`src/hdl/pem_pkg.sv`:
```
// Package for the program event monitor: constants, register map and carriers
// Overview of operation
// (RULE_01) Pending event interruption precedes I/O, timer and repressible machine check.
// (RULE_02) Pending event interruption is taken before the stop state is entered.
// (RULE_03) Fetch event on supervisor call interrupts right after the supervisor-call swap.
// (RULE_04) Event decision uses control values in force before the instruction.
// (RULE_05) Event swap immediately follows a concurrent program interruption swap.
// (RULE_06) Branch event address is the branch or execute instruction; state word points next.
// (RULE_07) Inside an interruptible instruction, event address equals saved instruction address.
// (RULE_08) Monitored range runs from start register up to end register inclusive.
// (RULE_09) Range wraps past the top address back to zero when start exceeds end.
// (RULE_10) Equal start and end monitor exactly one byte.
// (RULE_11) Range comparison uses all 24 address bits.
// (RULE_12) Successful branch with mask bit 0 and state-word mask sets code bit 0.
// (RULE_13) Only branch instructions that really transfer control count as successful.
// (RULE_14) Fetch of first byte in range with mask bit 1 sets code bit 1.
// (RULE_15) Executed subject or execute instruction in range gives a fetch event.
// (RULE_16) Processor store into range with mask bit 2 sets code bit 2.
// (RULE_17) Any operand part in range counts; protection indicating stores count too.
// (RULE_18) Storing an unchanged value still counts as an alteration.
// (RULE_19) Implicit interruption, I/O and logout stores are not monitored.
// (RULE_20) Channel stores and storage key changes raise no alteration.
// (RULE_21) Zero-mask char store, zero-length long move no alteration; two always alter.
// (RULE_22) State load, supervisor or monitor call disabling events still interrupt.
// (RULE_23) One state-word bit is the master mask; zero blocks all events.
// (RULE_24) Swap stores old word at 80h, new from 88h, writes event info area.
// (RULE_25) Masked events are discarded, never held pending.
package pem_pkg;
    localparam int          AW              = 24;
    localparam logic [23:0] OLD_SW_LOC      = 24'h000080;
    localparam logic [23:0] NEW_SW_LOC      = 24'h000088;
    localparam logic [23:0] EVT_INFO_LOC    = 24'h0001F0;
    localparam int          BIT_BRANCH      = 0;
    localparam int          BIT_FETCH       = 1;
    localparam int          BIT_STORE       = 2;
    localparam logic [11:0] REG_MASK_OFS    = 12'h000;
    localparam logic [11:0] REG_START_OFS   = 12'h004;
    localparam logic [11:0] REG_END_OFS     = 12'h008;
    localparam logic [11:0] REG_STATUS_OFS  = 12'h00C;
    localparam logic [11:0] REG_ADDR_OFS    = 12'h010;
    localparam logic [2:0]  MASK_RST        = 3'h0;
    localparam logic [23:0] ADDR_RST        = 24'h000000;

    typedef enum logic [1:0] {
        SWAP_NONE = 2'h0,
        SWAP_PROG = 2'h1,
        SWAP_EVT  = 2'h3,
        SWAP_ASYN = 2'h2
    } pem_seq_t;

    // One completed instruction from the pipeline
    typedef struct packed {
        logic        valid;
        logic        br_taken;
        logic        is_branch_op;
        logic [23:0] instr_addr;
        logic        via_execute;
        logic [23:0] exec_addr;
        logic        store_valid;
        logic [23:0] store_lo;
        logic [23:0] store_hi;
        logic        store_implicit;
        logic        store_channel;
        logic        store_key_only;
        logic        store_empty;
        logic        store_forced;
        logic        sw_event_mask;
        logic        interruptible;
        logic        prog_intr;
        logic        svc_intr;
        logic        async_pend;
        logic        stop_req;
        logic [23:0] next_addr;
    } pem_instr_t;

    // Event interruption request to the sequencer
    typedef struct packed {
        logic        req;
        logic [2:0]  code;
        logic [23:0] addr;
        logic [23:0] old_sw_loc;
        logic [23:0] new_sw_loc;
        logic [23:0] info_loc;
        logic        after_prog;
        logic        hold_async;
        logic        hold_stop;
    } pem_intr_t;

    typedef struct packed {
        logic [2:0]  mask;
        logic [23:0] start_a;
        logic [23:0] end_a;
        logic [2:0]  last_code;
        logic [23:0] last_addr;
        logic [31:0] prdata;
        logic        pready;
        pem_intr_t   intr;
        pem_seq_t    seq;
    } pem_state_t;
endpackage

```
`src/hdl/pem_monitor.sv`:
```
// Program event monitor: range checks, event code, swap ordering, APB control registers
`timescale 1ns/1ps
module pem_monitor #(
    parameter int ADDR_W = 24
) (
    input  wire logic                pclk,
    input  wire logic                presetn,
    input  wire logic                psel,
    input  wire logic                penable,
    input  wire logic                pwrite,
    input  wire logic [11:0]         paddr,
    input  wire logic [31:0]         pwdata,
    output logic      [31:0]         prdata,
    output logic                     pready,
    output logic                     pslverr,
    input  wire pem_pkg::pem_instr_t instr,
    input  wire logic                swap_done,
    output pem_pkg::pem_intr_t       intr
);
    import pem_pkg::*;

    // Elaboration check: the range logic serves the full address width only
    if (ADDR_W != AW) begin : g_width_check
        $error("ADDR_W must be 24");
    end

    pem_state_t s_r;
    pem_state_t s_nxt;

    function automatic logic in_range(input logic [23:0] a, input logic [23:0] st, input logic [23:0] en);
        if (st <= en) begin
            in_range = (a >= st) && (a <= en);  // RULE_08 RULE_10 RULE_11
        end else begin
            in_range = (a >= st) || (a <= en);  // RULE_09
        end
    endfunction

    // Operand span [lo,hi] touches range when either end lies in it or it covers the start
    function automatic logic span_hit(input logic [23:0] lo, input logic [23:0] hi,
                                      input logic [23:0] st, input logic [23:0] en);
        span_hit = in_range(lo, st, en) || in_range(hi, st, en) || in_range(st, lo, hi);
    endfunction

    logic       acc;
    logic       wr;
    logic       br_ev;
    logic       fe_ev;
    logic       st_ev;
    logic [2:0] code;

    always_comb begin
        acc = psel && penable;
        wr  = acc && pwrite;
        // Decisions use registered controls, i.e. values before this instruction's writes
        br_ev = instr.valid && instr.br_taken && instr.is_branch_op
                && s_r.mask[BIT_BRANCH];  // RULE_04 RULE_12 RULE_13
        fe_ev = instr.valid && s_r.mask[BIT_FETCH]
                && (in_range(instr.instr_addr, s_r.start_a, s_r.end_a)
                    || (instr.via_execute && in_range(instr.exec_addr, s_r.start_a, s_r.end_a)));  // RULE_14 RULE_15
        st_ev = instr.valid && instr.store_valid && s_r.mask[BIT_STORE]
                && !instr.store_implicit && !instr.store_channel && !instr.store_key_only  // RULE_19 RULE_20
                && (instr.store_forced || !instr.store_empty)  // RULE_21
                && span_hit(instr.store_lo, instr.store_hi, s_r.start_a, s_r.end_a);  // RULE_16 RULE_17 RULE_18
        code = 3'h0;
        code[BIT_BRANCH] = br_ev;
        code[BIT_FETCH]  = fe_ev;
        code[BIT_STORE]  = st_ev;
        if (!instr.sw_event_mask) begin
            code = 3'h0;  // RULE_23 RULE_25
        end

        s_nxt = s_r;
        s_nxt.pready = 1'b0;
        if (psel && !penable) begin
            s_nxt.pready = 1'b1;
            if (paddr == REG_MASK_OFS) begin
                s_nxt.prdata = {29'h0, s_r.mask};
            end else if (paddr == REG_START_OFS) begin
                s_nxt.prdata = {8'h0, s_r.start_a};
            end else if (paddr == REG_END_OFS) begin
                s_nxt.prdata = {8'h0, s_r.end_a};
            end else if (paddr == REG_STATUS_OFS) begin
                s_nxt.prdata = {29'h0, s_r.last_code};
            end else if (paddr == REG_ADDR_OFS) begin
                s_nxt.prdata = {8'h0, s_r.last_addr};
            end else begin
                s_nxt.prdata = 32'h0;
            end
        end
        if (wr && s_r.pready) begin
            if (paddr == REG_MASK_OFS) begin
                s_nxt.mask = pwdata[2:0];
            end else if (paddr == REG_START_OFS) begin
                s_nxt.start_a = pwdata[23:0];
            end else if (paddr == REG_END_OFS) begin
                s_nxt.end_a = pwdata[23:0];
            end
        end

        if (s_r.intr.req && swap_done) begin
            s_nxt.intr.req        = 1'b0;
            s_nxt.intr.hold_async = 1'b0;
            s_nxt.intr.hold_stop  = 1'b0;
            s_nxt.seq             = s_r.intr.hold_async ? SWAP_ASYN : SWAP_NONE;
        end
        // New events are only taken at instruction end; no pending hold otherwise
        if (instr.valid && code != 3'h0) begin
            s_nxt.intr.req        = 1'b1;
            s_nxt.intr.code       = code;  // RULE_12 RULE_14 RULE_16
            s_nxt.intr.addr       = instr.via_execute ? instr.exec_addr : instr.instr_addr;  // RULE_06
            if (instr.interruptible) begin
                s_nxt.intr.addr   = instr.next_addr;  // RULE_07
            end
            s_nxt.intr.old_sw_loc = OLD_SW_LOC;  // RULE_24
            s_nxt.intr.new_sw_loc = NEW_SW_LOC;
            s_nxt.intr.info_loc   = EVT_INFO_LOC;
            s_nxt.intr.after_prog = instr.prog_intr || instr.svc_intr;  // RULE_03 RULE_05 RULE_22
            s_nxt.intr.hold_async = instr.async_pend;  // RULE_01
            s_nxt.intr.hold_stop  = instr.stop_req;  // RULE_02
            s_nxt.seq             = (instr.prog_intr || instr.svc_intr) ? SWAP_PROG : SWAP_EVT;
            s_nxt.last_code       = code;
            s_nxt.last_addr       = s_nxt.intr.addr;
        end
    end

    always_ff @(posedge pclk or negedge presetn) begin
        if (!presetn) begin
            s_r <= '{mask: MASK_RST, start_a: ADDR_RST, end_a: ADDR_RST, last_code: 3'h0,
                     last_addr: ADDR_RST, prdata: 32'h0, pready: 1'b0, intr: '0, seq: SWAP_NONE};
        end else begin
            s_r <= s_nxt;
        end
    end

    assign prdata  = s_r.prdata;
    assign pready  = s_r.pready;
    assign pslverr = 1'b0;
    assign intr    = s_r.intr;
endmodule

```
`config.mk`:
```
export PLATFORM = sky130hd
export DESIGN_NAME = pem_monitor
export DESIGN_NICKNAME = d
export VERILOG_FILES = /design/src/hdl/pem_pkg.sv /design/src/hdl/pem_monitor.sv
export SDC_FILE = /design/constraint.sdc
export NUM_CORES = 1
export LEC_CHECK = 0
export ABC_AREA = 0
export BUFFER_PORTS_ARGS = -buffer_cell sky130_fd_sc_hd__buf_2
export CORE_UTILIZATION = 49
export CTS_CLUSTER_DIAMETER = 40
export DETAILED_ROUTE_END_ITERATION = 7
export GPL_ROUTABILITY_DRIVEN = 0
export HOLD_SLACK_MARGIN = 0.12
export PLACE_DENSITY = 0.79
export RECOVER_POWER = 25
export SLEW_MARGIN = 25
export SYNTH_ARGS = -nofsm -noshare
export SYNTH_HDL_FRONTEND = slang
export SYNTH_SLANG_ARGS = --single-unit
export TNS_END_PERCENT = 5
```
`constraint.sdc`:
```
create_clock -name pclk -period 2.9 [get_ports pclk]
set_input_delay 0.29 -clock pclk [delete_from_list [all_inputs] [get_ports pclk]]
set_output_delay 0.29 -clock pclk [all_outputs]
set_load 0.02 [all_outputs]
```
# [Yosys cells after proc, flatten, opt, wreduce, memory -nomap -nowiden]
# Cells that the tools add are included.
[totals] ff_bits=110 latchBits=0 ramBits=0 romBits=0 input_bits=186 out_inout_bits=137 elab_cells=96 memories=0
[classes] addsub=0 n_mul=0 div=0 magnitude_cmp=12 eq_ne=4 n_shift=0 mux=19 n_bitwise=2 reduce_logical=45
[ops] op="24-bit less-or-equal comparator" count=7
[ops] op="24-bit two-way mux" count=7
[ops] op="24-bit greater-or-equal comparator" count=5
[ops] op="105-bit two-way mux" count=1
[ops] op="12-bit by 4-bit == test with 1-bit output (second input constant)" count=2
[ops] op="1-bit logical AND" count=24
[ops] op="12-bit by 3-bit == test with 1-bit output (second input constant)" count=1
[ops] op="12-bit by 5-bit == test with 1-bit output (second input constant)" count=1
[ops] op="12-bit logical NOT" count=1
[ops] op="1-bit logical OR" count=10
[ops] op="1-bit two-way mux" count=7
[ops] op="1-bit logical NOT" count=5
[ops] op="2-bit two-way mux" count=2
[ops] op="4-bit two-way mux" count=1
[ops] op="4-bit AND reduction" count=1
[ops] op="3-bit two-way mux" count=1
[ops] op="3-bit AND reduction" count=1
[ops] op="3-bit nonzero test" count=1
[ops] op="1-bit NOT" count=2
[ops] op="2-bit AND reduction" count=1
[ops] op="2-bit nonzero test" count=1

# [Longest topological paths before layout]
[logic_depth] word_depth=11 mapped_depth=13 ltp_nobuf=12

# [Worst setup path before layout]
# No wires, ideal clock.
[synth_timing] kind="register -> register" start="register s_r[211] in the netlist's numbering" end="register s_r, in the netlist intr[0]" setup_time_ps=125 arrival_ps=2923 required_time_ps=2775 slack_ps=-148 stages_incl_launch_ff=12 path_buffers=1 period_less_slack_ps=3048 path_cell_list="dfrtp_1 ha_1 nand4_1 or4_1 or3_1 o21ai_0 nor2_1 a22oi_2 o2111ai_4 nand2_4 buf_8 mux2_4"
[synth_between] elab_chain_cells=10 word_cells_on_any_way=33 cone_classes="order compare (7); mux (7); reduce/logical (19)"
[synth_lines] item="start: declaration" line="pem_monitor.sv:27" text="pem_state_t s_r;"
[synth_lines] item="start signal: assignment" line="pem_monitor.sv:128" text="s_r <= '{mask: MASK_RST, start_a: ADDR_RST, end_a: ADDR_RST, last_code: 3'h0,"
[synth_lines] item="start signal: assignment" line="pem_monitor.sv:131" text="s_r <= s_nxt;"
[synth_lines] item="24-bit greater-or-equal comparator" line="pem_monitor.sv:32, pem_monitor.sv:34"
[synth_lines] item="1-bit logical OR / 1-bit logical AND (equally long branches)" line="pem_monitor.sv:34, pem_monitor.sv:32"
[synth_lines] item="1-bit two-way mux" line="pem_monitor.sv:31" text="if (st <= en) begin"
[synth_lines] item="1-bit logical AND / 1-bit logical OR (equally long branches)" line="pem_monitor.sv:59, pem_monitor.sv:41"
[synth_lines] item="1-bit logical OR (on tied branches)" line="pem_monitor.sv:59, pem_monitor.sv:41"
[synth_lines] item="1-bit logical AND (on tied branches)" line="pem_monitor.sv:58, pem_monitor.sv:63"
[synth_lines] item="3-bit two-way mux (*)" line="pem_monitor.sv:68" text="if (!instr.sw_event_mask) begin"
[synth_lines] item="3-bit nonzero test (*)" line="pem_monitor.sv:107" text="if (instr.valid && code != 3'h0) begin"
[synth_lines] item="1-bit logical AND (*)" line="pem_monitor.sv:107"
[synth_lines] item="105-bit two-way mux / 2-bit nonzero test (equally long branches)"
# Every way passes the cells marked *; elsewhere a longest branch is shown, timed or not.
# A chain may end at the register's enable or synchronous reset.

# [Worst setup path in the final report]
[layout_timing] start="register s_r[186] in the netlist's numbering" end="register s_r, in the netlist intr[97]"
[layout_between] elab_chain_cells=9 word_cells_on_any_way=26 cone_classes="order compare (5); mux (5); reduce/logical (16)"
[layout_lines] item="24-bit less-or-equal comparator" line="pem_monitor.sv:32, pem_monitor.sv:34"
[layout_lines] item="1-bit logical OR / 1-bit logical AND (equally long branches)" line="pem_monitor.sv:34, pem_monitor.sv:32"
[layout_lines] item="1-bit two-way mux" line="pem_monitor.sv:31"
[layout_lines] item="1-bit logical AND / 1-bit logical OR (equally long branches)" line="pem_monitor.sv:59, pem_monitor.sv:41"
[layout_lines] item="1-bit logical OR (on tied branches)" line="pem_monitor.sv:59, pem_monitor.sv:41"
[layout_lines] item="1-bit logical AND (on tied branches)" line="pem_monitor.sv:58, pem_monitor.sv:63"
[layout_lines] item="3-bit two-way mux (*)" line="pem_monitor.sv:68"
[layout_lines] item="3-bit nonzero test (*)" line="pem_monitor.sv:107"
[layout_lines] item="1-bit logical AND (*)" line="pem_monitor.sv:107"
# Marked as above.

==> results.yml <==
worst_hold_path:
  hp-class: "in -> reg"
routing:
  routed_wl_um: 39200
  drc_errors: 5
  dr_wl_met2_um: 18000
  ant_nets: 0
  topRoutingLayerUsed: "met5"
  vias: 11600
  drt-pass1-iter-count: 8
  wl_met1_um: 16000
  wl_per_cell_um: 19.9
  drtIter0Drc: 1142
  wl_met3_um: 3350
  via_per_inst: 5.85
power_and_ir_drop:
  power_mw: 3.89
  irDropWorstVdd_v: 0.000286
  leakage_nw: 7.89
  power_density_nw_per_um2: 267
global_routing:
  grt_pass1_wl_um: 60500
  grt_overflow: 0
  grt_max_degree: 58
  grt_antenna_before_repair: 5
  track_usage_pct: 32.7
  grt_pass1_vias: 11600
outcome:
  violations: "DRC, capacitance limit, slew limit, setup timing"
  status: "complete, but fails checks"
setup_path:
  path_max_fanout: 7
  crit_arrival_ns: 3.63
  worstPathRequired_ns: 3.13
  path_class: "reg -> reg"
  critPathLaunchType: "register"
  cp-end-kind: "register"
finish:
  layout-drive-gt1-share_pct: 33.4
  final_cells: 1976
  syn2layout_area_growth_pct: 28.0
  finalInstanceArea_um2: 14600
  fillers: 1882
  nets: 2109
sta:
  max_freq_mhz: 294
  tightest_slew_ns: 1.57
  post-route-min-period_ns: 3.40
  min_period_over_period_pct: 117
  skew_ns: 0.0131
  final.setup.tns_ns: -13.66
  setup_violations: 32
  hold_viol: 0
  fin_ws_ns: -0.499
  drv_slew: 22
  slew_headroom_pct: -4.84
  rsz0062_at_grt: "true"
placed_design:
  numPortBuffers: 241
  placed_cell_area_um2: 13800
  placedCellCount: 1934
  hpwl_um: 31700
  post-place-ws_ns: -0.399
clocking:
  cts_buffer_depth: 2
  cts_buffers: 9
  clkTransAtPathRegs_ns: 0.08
  insertion_delay_ns: 0.36
  cts_htree_levels: 3
  clock_sinks: 108
  tritoncts: "built"
  cts-root-buf: "clkbuf_16"
die:
  start_util_pct: 50.2
  die_x_um: 155
  die_area_um2: 23900
  core_area_um2: 22700
  fp.dieH_um: 155
  io_pins: 323
  std_cell_rows: 55
synthesis:
  yosysTopAreaCellShare_pct: 26.4
  synth_area_leaders: "ha_1 26%, dfrtp_1 24%, buf_4 9.0%"
  netlist.top_cell.by_area: "ha_1"
  yosysSeqAreaShare_pct: 23.7
  ys_types: 59
  synthArstFlopShare_pct: 100
  syn_area_um2: 11400
  syn_inst: 1291
  synth_edf_count: 0
  synthFlopType: "dfrtp_1"
  syn_avg_cell_area_um2: 8.83
  synth_warnings: 0
  synth_seq_cells: 108
job:
  max-cap-violations: 2
Yosys cell counts (3+ instances only):
master     number
nand2b_1        3
a21oi_1       109
a22o_1          3
or4_1           3
nor2_1         48
and3_1          7
dfrtp_1       108
ha_1          240
o211ai_1       13
inv_1         103
nand4_1        48
nand2_1       104
o21ai_0        95
buf_4         136
nand3_1        34
a31oi_1         4
a2111oi_0       3
a222oi_1       25
mux2_4         18
a211oi_1        8
clkbuf_1       28
mux2i_1        25
nor3_1          8
a221oi_1        3
a21boi_0        8
o31ai_1         4
mux2_2         15
nor4_1          8
o21a_1          7
a21o_1         27
nor2b_1        10
where the power goes:
part / internal [mW] / switching (mW) / leakage, nW
Combinational: 0.390 / 0.593 / 6.53
Sequential: 1.54 / 0.0228 / 1.21
Clock: 0.730 / 0.612 / 0.154
Total: 2.66 / 1.23 / 7.89
placed cells by master, fill, tap and decap left out, types with 18 or more instances in the layout:
cell type    n
a21o_1      27
inv_1       92
ha_1       227
buf_2      218
nand3_1     34
conb_1      73
dfrtp_1     97
clkbuf_1    22
nand2_1    104
mux2_4      18
a21oi_1    109
buf_4      219
a222oi_1    25
o21ai_0     93
nand4_1     48
nor2_1      47
mux2i_1     25
worst paths after layout:
kind / slack [ns] / cells past startpoint / from / to
setup / recovery: -0.50 / 15 / s_r[186]$_DFFE_PN0P_ / intr[97]$_DFFE_PN0P_
hold / removal: 0.16 / 3 / pwdata[17] / s_r[182]$_DFFE_PN0P_
setup reg to reg: -0.50 / 15 / s_r[186]$_DFFE_PN0P_ / intr[97]$_DFFE_PN0P_
hold reg to reg: 0.52 / 2 / intr[101]$_DFFE_PN0P_ / intr[101]$_DFFE_PN0P_
max in group asynchronous: 1.06 / 3 / presetn / s_r[210]$_DFFE_PN0P_
min in group asynchronous: 0.84 / 2 / presetn / intr[0]$_DFFE_PN0P_
cell families (layout without fill, tap and decap cells):
family,count (synthesis),in the layout,share of synthesized area (%)
compound gates,324,324,17.8
other cells,1,76,0.0329
flops,108,108,23.7
buf+inv,271,596,13.6
fa+ha+maj,242,242,26.5
simple gates,287,287,12.3
mux,58,58,6.05
sequential cells by signal, summed over array words and instances (netlist names):
signal / cells
intr: 32
prdata: 24
pready: 1
s_r: 51
layer usage:
layer	vias up	track usage, %
met1	5470	41.1
met2	620	54.1
met5	-	0
met4	4	17.1
li1	5317	-
met3	139	5.35
through the flow:
stage                     hold WS, ns  utilization [%]
after floorplan              -0.00559                -
after global placement          0.396             60.7
after detailed placement        0.404             60.7
after CTS                       0.160             63.8
after global routing            0.166             64.2
final                           0.161             64.2
cell type report:
class / instances / area (um^2) / share of cell area, %
Sequential cell: 108 / 2720 / 18.6
Multi-Input combinational cell: 984 / 7700 / 52.8
Timing Repair Buffer: 477 / 3100 / 21.2
Clock buffer: 11 / 253 / 1.73
Inverter: 103 / 387 / 2.65
Clock inverter: 5 / 66.3 / 0.455
Antenna cell: 3 / 7.51 / 0.0515
Tap cell: 285 / 357 / 2.45
critical path: stages (launching register included):
cell      delay (ns)
dfrtp_1         0.40
inv_2           0.08
buf_6           0.13
ha_1            0.32
nand4_1         0.14
buf_4           0.15
a211oi_1        0.05
or4_4           0.58
o21ai_4         0.20
maj3_2          0.21
o21a_1          0.15
o21a_1          0.17
nand2_4         0.10
buf_12          0.16
buf_12          0.14
mux2_4          0.29
repair_timing:
action	CTS	global route
endpoints found under the setup margin	32	32
hold buffers	1	0
gates cloned	1	0
pin swaps	19	10
setup buffers	18	2
hold endpoints to repair	56	0
gates resized for setup	41	17
(Power assumes the default switching activity.)
